File: src/design/amdp_defines.svh
// Constants for the multidrop serial host: characters, offsets, positions and resets.
// Assumes inclusion by bare name from the host module, the drive model and the bench.
`ifndef AMDP_DEFINES_SVH
`define AMDP_DEFINES_SVH
// ----------------------------------------
// Control characters
// ----------------------------------------
`define AMDP_CH_STX 8'h02
`define AMDP_CH_ETX 8'h03
`define AMDP_CH_EOT 8'h04
`define AMDP_CH_ENQ 8'h05
`define AMDP_CH_ACK 8'h06
`define AMDP_CH_BS 8'h08
`define AMDP_CH_NAK 8'h15
`define AMDP_DIG_HI 4'h3
// ----------------------------------------
// Register byte offsets
// ----------------------------------------
`define AMDP_OFF_CTRL 8'h00
`define AMDP_OFF_ADDR 8'h04
`define AMDP_OFF_PARAM 8'h08
`define AMDP_OFF_WDLO 8'h0C
`define AMDP_OFF_WDHI 8'h10
`define AMDP_OFF_STAT 8'h14
`define AMDP_OFF_RPARAM 8'h18
`define AMDP_OFF_RDLO 8'h1C
`define AMDP_OFF_RDHI 8'h20
`define AMDP_OFF_BAUD 8'h24
// ----------------------------------------
// Message positions and line timing
// ----------------------------------------
`define AMDP_POS_STX 5'h05
`define AMDP_POS_ENQ 5'h09
`define AMDP_POS_WPAR 5'h06
`define AMDP_POS_WDAT 5'h0A
`define AMDP_RX_DAT 4'h4
`define AMDP_RX_ETX 4'h9
`define AMDP_RX_BCC 4'hA
`define AMDP_MAX_LEN 3'h5
`define AMDP_BIT_MID 4'h7
`define AMDP_BIT_LAST 4'hF
`define AMDP_BIT_STOP 4'h9
`define AMDP_BAUD_RST 16'h065B
`endif

File: src/design/amdp_pkg.sv
// Types shared by the multidrop serial host.
// Assumes amdp_defines.svh is on the include path.
package amdp_pkg;
   typedef enum logic [1:0] {CMD_RD = 2'b00, CMD_WR = 2'b01, CMD_NEXT = 2'b10,
      CMD_PREV = 2'b11} amdp_cmd_t;
   typedef enum logic [2:0] {RES_NONE = 3'b000, RES_ACK = 3'b001, RES_NAK = 3'b010,
      RES_EOT = 3'b011, RES_REPLY = 3'b100, RES_BAD = 3'b101, RES_TMO = 3'b110,
      RES_BCAST = 3'b111} amdp_res_t;
   typedef enum logic [1:0] {ST_IDLE = 2'b00, ST_SEND = 2'b01, ST_WAIT = 2'b10,
      ST_RECV = 2'b11} amdp_state_t;
   typedef struct packed {
      amdp_cmd_t cmd;
      logic [7:0] addr;
      logic [15:0] param;
      logic [2:0] len;
      logic [39:0] data;
   } amdp_job_t;
endpackage

File: src/design/amdp_host.sv
// Host controller for an ASCII multidrop drive link: APB orders in, 8N1 serial out.
// Assumes one 250 MHz clock, an RS422 4-wire line without echo, and an APB master.
//
// Added by the designer: the address map and the APB slave port.
`include "amdp_defines.svh"

module amdp_host
   import amdp_pkg::*;
#(
   parameter int unsigned REPLY_TIMEOUT = 1000000
)
(
   input wire logic pclk,
   input wire logic presetn,
   input wire logic psel,
   input wire logic penable,
   input wire logic pwrite,
   input wire logic [7:0] paddr,
   input wire logic [31:0] pwdata,
   output logic [31:0] prdata,
   output logic pready,
   output logic pslverr,
   output logic txd,
   input wire logic rxd,
   output logic busy
);
   amdp_state_t state_q;
   amdp_res_t res_q;
   amdp_job_t job_q;
   logic [15:0] baud_q, div_q;
   logic pready_q, pslverr_q;
   logic [31:0] prdata_q, rparam_q, tmo_q;
   logic [39:0] rdata_q;
   logic [4:0] idx_q;
   logic [7:0] bcc_q, rbcc_q, rsh_q;
   logic [3:0] rcnt_q, ttk_q, tbit_q, rtk_q, rbit_q;
   logic [9:0] tsh_q;
   logic tx_busy_q, rxd_s1_q, rxd_s2_q, rx_act_q, rx_stb_q;

   // ----------------------------------------
   // Message character builder
   // ----------------------------------------
   function automatic logic [7:0] char_at(amdp_job_t j, logic [4:0] i, logic [7:0] b);
      logic [4:0] k;
      logic [4:0] d;
      k = 5'(i - ((j.cmd == CMD_WR) ? `AMDP_POS_WPAR : `AMDP_POS_STX));
      d = 5'(i - `AMDP_POS_WDAT);
      char_at = b;
      if (j.cmd == CMD_NEXT)
         char_at = `AMDP_CH_ACK;
      else if (j.cmd == CMD_PREV)
         char_at = `AMDP_CH_BS;
      else if (i == 5'h00)
         char_at = `AMDP_CH_EOT;
      else if (i < 5'h03)
         char_at = {`AMDP_DIG_HI, j.addr[7:4]};
      else if (i < `AMDP_POS_STX)
         char_at = {`AMDP_DIG_HI, j.addr[3:0]};
      else if (j.cmd == CMD_WR && i == `AMDP_POS_STX)
         char_at = `AMDP_CH_STX;
      else if (k < 5'h04)
         char_at = {`AMDP_DIG_HI, j.param[5'(15 - 4 * k) -: 4]};
      else if (j.cmd == CMD_RD)
         char_at = `AMDP_CH_ENQ;
      else if (d < 5'(j.len))
         char_at = j.data[8 * d[2:0] +: 8];
      else if (d == 5'(j.len))
         char_at = `AMDP_CH_ETX;
   endfunction

   // ----------------------------------------
   // APB slave
   // ----------------------------------------
   wire acc = psel & penable;
   wire wr_en = acc & pready_q & pwrite;
   wire idle = (state_q == ST_IDLE);
   wire wr_ok = wr_en & idle;
   wire start = wr_ok & (paddr == `AMDP_OFF_CTRL) & pwdata[0];
   wire map_ok = (paddr[1:0] == 2'h0) & (paddr <= `AMDP_OFF_BAUD);
   wire [2:0] len_in = (pwdata[10:8] > `AMDP_MAX_LEN) ? `AMDP_MAX_LEN : pwdata[10:8];
   wire [31:0] rd_mux =
      (paddr == `AMDP_OFF_CTRL) ? {29'h0, job_q.cmd, 1'b0} :
      (paddr == `AMDP_OFF_ADDR) ? {24'h0, job_q.addr} :
      (paddr == `AMDP_OFF_PARAM) ? {16'h0, job_q.param} :
      (paddr == `AMDP_OFF_WDLO) ? job_q.data[31:0] :
      (paddr == `AMDP_OFF_WDHI) ? {21'h0, job_q.len, job_q.data[39:32]} :
      (paddr == `AMDP_OFF_STAT) ? {28'h0, res_q, busy} :
      (paddr == `AMDP_OFF_RPARAM) ? rparam_q :
      (paddr == `AMDP_OFF_RDLO) ? rdata_q[31:0] :
      (paddr == `AMDP_OFF_RDHI) ? {24'h0, rdata_q[39:32]} :
      (paddr == `AMDP_OFF_BAUD) ? {16'h0, baud_q} : 32'h0;
   assign pready = pready_q;
   assign prdata = prdata_q;
   assign pslverr = pslverr_q & pready_q;
   assign busy = ~idle;

   always_ff @(posedge pclk or negedge presetn)
      if (!presetn)
      begin
         pready_q <= 1'b0;
         pslverr_q <= 1'b0;
         prdata_q <= 32'h0;
      end
      else
      begin
         pready_q <= acc & ~pready_q;
         pslverr_q <= ~map_ok;
         if (acc & ~pready_q & ~pwrite)
            prdata_q <= rd_mux;
      end

   // Job fields are frozen while a message is in flight so the checksum stays coherent.
   always_ff @(posedge pclk or negedge presetn)
      if (!presetn)
      begin
         job_q <= '0;
         baud_q <= `AMDP_BAUD_RST;
      end
      else if (wr_ok)
      begin
         if (paddr == `AMDP_OFF_CTRL)
            job_q.cmd <= amdp_cmd_t'(pwdata[2:1]);
         if (paddr == `AMDP_OFF_ADDR)
            job_q.addr <= pwdata[7:0];
         if (paddr == `AMDP_OFF_PARAM)
            job_q.param <= pwdata[15:0];
         if (paddr == `AMDP_OFF_WDLO)
            job_q.data[31:0] <= pwdata;
         if (paddr == `AMDP_OFF_WDHI)
         begin
            job_q.data[39:32] <= pwdata[7:0];
            job_q.len <= len_in;
         end
         if (paddr == `AMDP_OFF_BAUD)
            baud_q <= pwdata[15:0];
      end

   // ----------------------------------------
   // Baud divider and serial transmitter
   // ----------------------------------------
   // line rate from divisor
   wire tick = (div_q >= baud_q);
   wire bcast = (job_q.addr == 8'h00) & (job_q.cmd != CMD_NEXT) & (job_q.cmd != CMD_PREV);
   wire tx_load = (state_q == ST_SEND) & ~tx_busy_q;
   wire [7:0] tx_char = char_at(job_q, idx_q, bcc_q);
   wire tx_last = (job_q.cmd == CMD_RD) ? (idx_q == `AMDP_POS_ENQ) :
      (job_q.cmd == CMD_WR) ? (idx_q == 5'(`AMDP_POS_WDAT + 5'(job_q.len) + 5'h01)) :
      (idx_q == 5'h00);
   assign txd = tsh_q[0];

   always_ff @(posedge pclk or negedge presetn)
      if (!presetn)
         div_q <= 16'h0;
      else
         div_q <= tick ? 16'h0 : 16'(div_q + 16'h1);

   always_ff @(posedge pclk or negedge presetn)
      if (!presetn)
      begin
         tsh_q <= 10'h3FF;
         tx_busy_q <= 1'b0;
         ttk_q <= 4'h0;
         tbit_q <= 4'h0;
      end
      else if (tx_load)
      begin
         tsh_q <= {1'b1, tx_char, 1'b0};
         tx_busy_q <= 1'b1;
         ttk_q <= 4'h0;
         tbit_q <= 4'h0;
      end
      else if (tx_busy_q & tick)
      begin
         ttk_q <= 4'(ttk_q + 4'h1);
         if (ttk_q == `AMDP_BIT_LAST)
         begin
            tsh_q <= {1'b1, tsh_q[9:1]};
            tbit_q <= 4'(tbit_q + 4'h1);
            tx_busy_q <= (tbit_q != `AMDP_BIT_STOP);
         end
      end

   // ----------------------------------------
   // Serial receiver
   // ----------------------------------------
   always_ff @(posedge pclk or negedge presetn)
      if (!presetn)
      begin
         rxd_s1_q <= 1'b1;
         rxd_s2_q <= 1'b1;
         rx_act_q <= 1'b0;
         rtk_q <= 4'h0;
         rbit_q <= 4'h0;
         rsh_q <= 8'h0;
         rx_stb_q <= 1'b0;
      end
      else
      begin
         rxd_s1_q <= rxd;
         rxd_s2_q <= rxd_s1_q;
         rx_stb_q <= 1'b0;
         if (!rx_act_q & !rxd_s2_q)
         begin
            rx_act_q <= 1'b1;
            rtk_q <= 4'h0;
            rbit_q <= 4'h0;
         end
         else if (rx_act_q & tick)
         begin
            rtk_q <= 4'(rtk_q + 4'h1);
            if (rtk_q == `AMDP_BIT_MID)
            begin
               rbit_q <= 4'(rbit_q + 4'h1);
               if ((rbit_q == 4'h0 && rxd_s2_q) || rbit_q == `AMDP_BIT_STOP)
                  rx_act_q <= 1'b0;
               if (rbit_q == `AMDP_BIT_STOP)
                  rx_stb_q <= rxd_s2_q;
               else if (rbit_q != 4'h0)
                  rsh_q <= {rxd_s2_q, rsh_q[7:1]};
            end
         end
      end

   // ----------------------------------------
   // Message sequencer
   // ----------------------------------------
   wire [2:0] rdi = 3'(rcnt_q - `AMDP_RX_DAT);
   wire tmo_hit = (tmo_q == REPLY_TIMEOUT);

   always_ff @(posedge pclk or negedge presetn)
      if (!presetn)
      begin
         state_q <= ST_IDLE;
         res_q <= RES_NONE;
         idx_q <= 5'h00;
         bcc_q <= 8'h00;
         rbcc_q <= 8'h00;
         rcnt_q <= 4'h0;
         tmo_q <= 32'h0;
         rparam_q <= 32'h0;
         rdata_q <= 40'h0;
      end
      else
      begin
         unique case (state_q)
            ST_IDLE:
               if (start)
               begin
                  state_q <= ST_SEND;
                  res_q <= RES_NONE;
                  idx_q <= 5'h00;
                  bcc_q <= 8'h00;
               end
            ST_SEND:
               if (tx_load)
               begin
                  idx_q <= 5'(idx_q + 5'h01);
                  if (job_q.cmd == CMD_WR && idx_q >= `AMDP_POS_WPAR && !tx_last)
                     bcc_q <= bcc_q ^ tx_char;
                  if (tx_last)
                  begin
                     state_q <= ST_WAIT;
                     tmo_q <= 32'h0;
                  end
               end
            ST_WAIT:
               if (bcast & ~tx_busy_q)
               begin
                  state_q <= ST_IDLE;
                  res_q <= RES_BCAST;
               end
               else if (rx_stb_q)
               begin
                  state_q <= (rsh_q == `AMDP_CH_STX) ? ST_RECV : ST_IDLE;
                  rcnt_q <= 4'h0;
                  rbcc_q <= 8'h00;
                  res_q <= (rsh_q == `AMDP_CH_ACK) ? RES_ACK :
                     (rsh_q == `AMDP_CH_NAK) ? RES_NAK :
                     (rsh_q == `AMDP_CH_EOT) ? RES_EOT :
                     (rsh_q == `AMDP_CH_STX) ? RES_NONE : RES_BAD;
               end
               else if (tmo_hit)
               begin
                  state_q <= ST_IDLE;
                  res_q <= RES_TMO;
               end
               else if (~tx_busy_q)
                  tmo_q <= 32'(tmo_q + 32'h1);
            ST_RECV:
               if (rx_stb_q)
               begin
                  rcnt_q <= 4'(rcnt_q + 4'h1);
                  rbcc_q <= rbcc_q ^ rsh_q;
                  if (rcnt_q < `AMDP_RX_DAT)
                     rparam_q[8 * rcnt_q[1:0] +: 8] <= rsh_q;
                  else if (rcnt_q < `AMDP_RX_ETX)
                     rdata_q[8 * rdi +: 8] <= rsh_q;
                  else if (rcnt_q == `AMDP_RX_ETX && rsh_q != `AMDP_CH_ETX)
                  begin
                     state_q <= ST_IDLE;
                     res_q <= RES_BAD;
                  end
                  else if (rcnt_q == `AMDP_RX_BCC)
                  begin
                     state_q <= ST_IDLE;
                     res_q <= (rsh_q == rbcc_q) ? RES_REPLY : RES_BAD;
                  end
               end
               else if (tmo_hit)
               begin
                  state_q <= ST_IDLE;
                  res_q <= RES_TMO;
               end
               else
                  tmo_q <= 32'(tmo_q + 32'h1);
         endcase
      end
endmodule

File: config.mk
export PLATFORM = sky130hd
export DESIGN_NAME = amdp_host
export DESIGN_NICKNAME = d
export VERILOG_FILES = /design/src/design/amdp_pkg.sv /design/src/design/amdp_host.sv
export VERILOG_INCLUDE_DIRS = /design/src /design/src/design
export SDC_FILE = /design/constraint.sdc
export NUM_CORES = 1
export LEC_CHECK = 0
export BUFFER_PORTS_ARGS = -buffer_cell sky130_fd_sc_hd__buf_2
export CAP_MARGIN = 25
export CORE_MARGIN = 8
export CORE_UTILIZATION = 50
export DETAILED_ROUTE_END_ITERATION = 10
export PLACE_DENSITY = 0.68
export RECOVER_POWER = 25
export SYNTH_ARGS = -nofsm -noshare
export SYNTH_HDL_FRONTEND = slang
export SYNTH_SLANG_ARGS = --single-unit
File: constraint.sdc
create_clock -name pclk -period 5.1 [get_ports pclk]
set_clock_uncertainty 0.2 [all_clocks]
set_input_delay 1.53 -clock pclk [delete_from_list [all_inputs] [get_ports pclk]]
set_output_delay 1.53 -clock pclk [all_outputs]
set_load 0.02 [all_outputs]
Word level (Yosys, flattened, before mapping)
Index checks and enable logic that the tools add are counted.
{"block": "totals", "inputBits": 46, "wordCells": 286, "out_inout_bits": 36, "ff_bits": 308}
{"block": "op_classes", "eq_ne": 49, "n_addsub": 16, "n_shift": 6, "n_lt_le_gt_ge": 10, "bitwise_logic": 27, "reduce_logical": 44, "n_mux": 103}
{"op": "two-way mux 32 bit", "count": 16}
{"op": "two-way mux 8 bit", "count": 16}
{"op": "one-hot mux 32 bit (3 select lines)", "count": 1}
{"op": "two-way mux 4 bit", "count": 13}
{"op": "two-way mux 16 bit", "count": 3}
{"op": "two-way mux 3 bit", "count": 14}
{"op": "bitwise mux 40 bit", "count": 1}
{"op": "== test 8 x 5 -> 1 bit (second input constant)", "count": 5}
{"op": "variable shift 8 x 34 -> 40 bit (first input constant)", "count": 1}
{"op": "variable part select 40 x 7 -> 8 bit", "count": 1}
{"op": "variable part select 8 x 34 -> 40 bit", "count": 1}
{"op": "negator 5 -> 34 bit", "count": 1}
{"op": "negator 6 -> 34 bit", "count": 1}
{"op": "variable shift 8 x 34 -> 32 bit (first input constant)", "count": 1}
{"op": "variable part select 8 x 34 -> 32 bit", "count": 1}
{"op": "adder 32 x 1 -> 32 bit (second input constant)", "count": 1}
{"op": "bitwise mux 32 bit", "count": 1}
{"op": "== test 32 x 20 -> 1 bit (second input constant)", "count": 1}
{"op": "one-hot mux 8 bit (2 select lines)", "count": 2}
{"op": "two-way mux 10 bit", "count": 3}
{"op": "two-way mux 2 bit", "count": 13}
{"op": "== test 8 x 3 -> 1 bit (second input constant)", "count": 3}
{"op": "inequality test 2 bit (second input constant)", "count": 12}
{"op": "adder 4 x 1 -> 4 bit (second input constant)", "count": 5}
{"op": "58 further kinds", "count": 138}

Logic depth before layout (Yosys ltp)
{"block": "logic_depth", "depth_word": 16, "mapped_depth": 15, "mapped_depth_nobuf": 12}

Worst setup path after synthesis
Ideal clock, no wire load.
{"block": "synth_timing", "path_type": "register to register", "start": "reg idx_q[1]", "end": "reg bcc_q[1]", "setup_time_ns": 0.079, "t_required_ns": 4.821, "arrival_time_ns": 3.687, "n_path_buf": 4, "period_less_slack_ns": 3.967, "path_stages_with_launch": 15, "path_slack_ns": 1.133, "cell_sequence": "dfrtp_1 buf_2 buf_1 inv_1 ha_1 clkbuf_1 buf_1 inv_1 ha_1 or3_1 o2bb2ai_1 a221oi_1 o221ai_1 a21oi_1 mux2i_1"}
{"block": "synth_via", "elab_chain_cells": 16, "word_cells_on_any_way": 37, "classes_between": "add/sub: 3; order compare: 5; eq/ne: 5; shift: 2; mux: 15; bitwise: 1; reduce/logical: 6"}
{"item": "start: declaration", "line": "amdp_host.sv:34", "rtl": "logic [4:0] idx_q;"}
{"item": "start signal: assignment", "line": "amdp_host.sv:257", "rtl": "idx_q <= 5'(idx_q + 5'h01);"}
{"item": "parallel branches: the longest is 16 deep, another holds subtractor 5 x 3 -> 5 bit"}
{"item": "end signal: assignment", "line": "amdp_host.sv:259", "rtl": "bcc_q <= bcc_q ^ tx_char;"}
{"item": "end: declaration", "line": "amdp_host.sv:35", "rtl": "logic [7:0] bcc_q, rbcc_q, rsh_q;"}
Parallel ways; which one is timed is not known. The select of a mux whose other input is x is not followed.
A chain may end at the register's enable or synchronous reset.

Final worst setup path
{"block": "layout_timing", "start": "reg job_q[41] (netlist name)", "end": "reg tmo_q[18]"}
{"block": "layout_via", "elab_chain_cells": 7}
{"item": "start: declaration", "line": "amdp_host.sv:29", "rtl": "amdp_job_t job_q;"}
{"item": "adder 4 x 3 -> 5 bit (no line)"}
{"item": "adder 5 x 1 -> 5 bit (no line)"}
{"item": "== test 5 bit", "line": "amdp_host.sv:147", "rtl": "(job_q.cmd == CMD_WR) ? (idx_q == 5'(`AMDP_POS_WDAT + 5'(job_q.len) + 5'h01)) :"}
{"item": "two-way mux 1 bit", "line": "amdp_host.sv:147"}
{"item": "two-way mux 1 bit", "line": "amdp_host.sv:146", "rtl": "wire tx_last = (job_q.cmd == CMD_RD) ? (idx_q == `AMDP_POS_ENQ) :"}
{"item": "inequality test 2 bit (no line)"}
{"item": "AND reduction 9 bit (no line)"}
{"item": "end signal: assignment", "line": "amdp_host.sv:288", "rtl": "tmo_q <= 32'(tmo_q + 32'h1);"}
{"item": "end signal: assignment", "line": "amdp_host.sv:315", "rtl": "tmo_q <= 32'(tmo_q + 32'h1);"}
{"item": "end: declaration", "line": "amdp_host.sv:32", "rtl": "logic [31:0] prdata_q, rparam_q, tmo_q;"}
Every way passes these cells.

==> flow_summary.toml <==
[detailed_routing]
drt_via_density = 6.109
firstDrtPassIters = 6
post-route-drc-count = 0
num_vias = 12770
routed_wirelength_microns = 45620
initial_drc_count = 1345
antenna_violating_nets_post_route = 0
detail_routed_net_length_per_standard_cell_microns = 21.83

[timing]
final_max_slew_viol_count = 80
worst_hold_check_slack_ns = 0.1562
timing.final.crit_share = 0.7300
report.final.setup_viol = 0
worst_pin_slew_ns = 2.183
rsz0062_at_grt = "false"
fmax_ghz = 0.2686
setup_tns_ns = 0
timing.slew.headroom = -0.4552
finalCriticalPeriod_ns = 3.723
report.final.hold_viol_count = 0
setup_slack_after_layout_ns = 1.377

[clocking]
clock_tree_from_tritoncts = "built"
cts.repair_timing.setup_buffer_count = 0
clk-insertion-delay-late_ns = 0.52
clkSinkCount = 307
htreeDepth = 2
cts-hold-fix-buffers = 0
clk_pin_slew_ns = 0.06
max_buffers_root_to_sink = 3
cts.repair.resized = 0
cts_inserted_buffers = 36
clk_root_buffer_cell = "sky130_fd_sc_hd__clkbuf_16"

[worst_setup_path]
worst-path-max-fanout = 12
timing.critical_path.max_delay_family = "compound AO/OA/AOI/OAI gates"
critical_path_buf_inv_count = 2
cp-start-kind = "flip-flop"
slowest_stage_delay_cp_ns = 0.75
cp_data_required_time_ns = 5.34
worst_path_max_delay_cell = "sky130_fd_sc_hd__o31ai_2"
critical_path_cell_count = 10
path_cells = "inv_1 -> ha_1 -> inv_1 -> ha_1 -> xnor2_1 -> nand4_1 -> o31ai_2 -> o211ai_1 -> or4_1 -> nand2_1"
critPathCaptureType = "flip-flop"
arrival_ns = 3.96
timing.setup.critical_path_class = "flip-flop to flip-flop"
worstRegToRegCells = 10

[die]
core_region_area_sq_um = 31640
die_area_sq_um = 38200
floorplan.initialDensity = 0.5089
floorplan.io_pins = 82
die_span_x_microns = 195.4
std_cell_rows = 65
fp.dieH_microns = 195.4

[synthesis]
synth_mux_area_frac = 0.1073
synth_warnings = 0
combinational_family_with_the_most_area_after_synthesis = "simple AND/OR/NAND/NOR gates"
simple_logic_cell_fraction_of_the_synthesized_area = 0.1609
synth_top_cells_by_area = "sky130_fd_sc_hd__dfrtp_1 45%, sky130_fd_sc_hd__mux2_2 7.7%, sky130_fd_sc_hd__o21ai_0 4.6%"
yosys.area.top_type_share = 0.4492
post_synth_instance_area_sq_um = 16100
synth_edf_count = 0
synth-compound-area-share = 0.1407
synth-async-reset-ratio = 1.000
largest_area_contributor_in_the_synthesized_netlist = "sky130_fd_sc_hd__dfrtp_1"
postSynthNetCount = 1700
synth_flop_cell = "sky130_fd_sc_hd__dfrtp_1"
synthMostInstantiatedCell = "sky130_fd_sc_hd__dfrtp_1"
post_synth.cell_area_avg_sq_um = 10.04
synth_xor_xnor_area_share = 0.03319
yosys.cell_types.count = 88
synth_seq_cells = 307
synth_commonest_cells = "289 x sky130_fd_sc_hd__dfrtp_1, 184 x sky130_fd_sc_hd__nand2_1, 149 x sky130_fd_sc_hd__o21ai_0, 110 x sky130_fd_sc_hd__mux2_2, 107 x sky130_fd_sc_hd__nor2_1"
synth_sequential_area_ratio = 0.4786
synthesis.instances = 1603
synthAdderAreaFrac = 0.04010

[global_route]
grt_remaining_overflow = 0
grt_antenna_before_repair = 0
grt_pass1_wl_microns = 73130
grt_max_degree = 98
grt_pass1_vias = 12890
gr-usage-all-layers = 0.2381

[placement]
worst_setup_slack_after_placement_ns = 0.8687
dpl_cell_area_sq_um = 16890
io_buffer_count = 81
routabilityCongestion = 0.9147
place_hpwl_microns = 32670

[worst_hold_path]
holdPathStages = 0
min_path_type = "flip-flop to flip-flop"

[power]
worst_ir_drop_vdd_mv = 0.2034
static_power_due_to_leakage_nw = 8.414
totalPowerFinal_w = 0.005120
power.density_cell_area_nw_per_um2 = 283.9

[cells_and_area]
layout-area-overhead-vs-synth_pct = 12.04
antennaDiodeCount = 0
post_route_cells_drive_above_1_share = 0.1919
final_area_sq_um = 18040
final.fill_count = 2747
design.final.nets = 1758

[flow_run]
drv.max_cap_violation_count = 1

[outcome]
status = "finished with violations"
failed_checks = "max-capacitance violations, max-slew violations"
[cells in the final DEF (no fill, tap or decap), drive strengths merged, types with 8 or more instances in the layout]
cell type | synthesis | routed
a221oi | 11 | 11
o21ai | 153 | 153
nor2b | 15 | 15
o31ai | 8 | 8
nand2b | 15 | 15
inv | 69 | 71
nand4 | 19 | 19
dfstp | 18 | 18
nor4 | 11 | 11
xnor2 | 22 | 22
nand2 | 184 | 184
and3 | 21 | 21
o2bb2ai | 8 | 8
buf | 27 | 106
nand3 | 70 | 70
a22o | 13 | 13
dfrtp | 289 | 289
nor4b | 9 | 9
a22oi | 14 | 14
nor3 | 19 | 19
xor2 | 39 | 39
mux2 | 114 | 114
nor2 | 112 | 112
and4 | 8 | 8
a222oi | 20 | 20
or3 | 11 | 11
mux2i | 33 | 33
a21oi | 50 | 50
ha | 50 | 50
clkbuf | 61 | 55
and2 | 13 | 13
[worst paths after layout]
| kind | slack (ns) | to | from |
|---|---|---|---|
| max in group asynchronous | 1.60 | tmo_q[20] | presetn |
| hold reg to reg | 0.16 | rxd_s2_q | rxd_s1_q |
| setup reg to reg | 1.38 | tmo_q[18] | job_q[41] |
| min in group asynchronous | 1.41 | job_q[17] | presetn |
| setup / recovery | 1.38 | tmo_q[18] | job_q[41] |
| hold / removal | 0.16 | rxd_s2_q | rxd_s1_q |
[routing by layer]
| layer | global-route usage | wire [microns] |
|---|---|---|
| met5 | 0 | 0 |
| met2 | 0.3826 | 21430 |
| met3 | 0.04178 | 2978 |
| met1 | 0.3228 | 19820 |
| met4 | 0.07889 | 1383 |
[power by group]
group | internal [W] | total [W] | switching, W
Sequential | 0.00245 | 0.00246 | 0.0000109
Clock | 0.00148 | 0.00251 | 0.00103
Combinational | 0.0000375 | 0.000150 | 0.000112
[sequential cells by signal (all words and copies together) (netlist names), 9 cells and up]
register  cells
job_q        69
rdata_q      40
prdata       32
rparam_q     32
tmo_q        32
baud_q       16
div_q        16
tsh_q         9
[layout make-up]
class | count | area [sq um] | area share
clock buffers | 53 | 1045 | 0.05792
clock inverters | 12 | 111.4 | 0.006174
inverters | 69 | 259.0 | 0.01436
multi-input cells | 1139 | 7785 | 0.4316
flip-flops and latches | 307 | 7705 | 0.4272
well taps | 402 | 503.0 | 0.02789
repair buffers | 108 | 629.4 | 0.03489
[logic make-up (layout without fill, tap and decap cells)]
group / Yosys count / count (layout)
adders and majority gates: 51 / 51
xor gates and xnor gates: 61 / 61
muxes: 152 / 152
DFF: 307 / 307
and+or+nand+nor: 528 / 528
buffers and inverters: 157 / 242
AOI/OAI and AO/OA: 347 / 347
[through the flow]
step             util  cells
2_1_floorplan       -   1603
3_3_place_gp   0.5338   2024
3_5_place_dp   0.5340   2025
4_1_cts        0.5705   2090
5_1_grt        0.5701   2090
6_report       0.5701   2090
No activity file was read; power rests on OpenSTA's default activity.
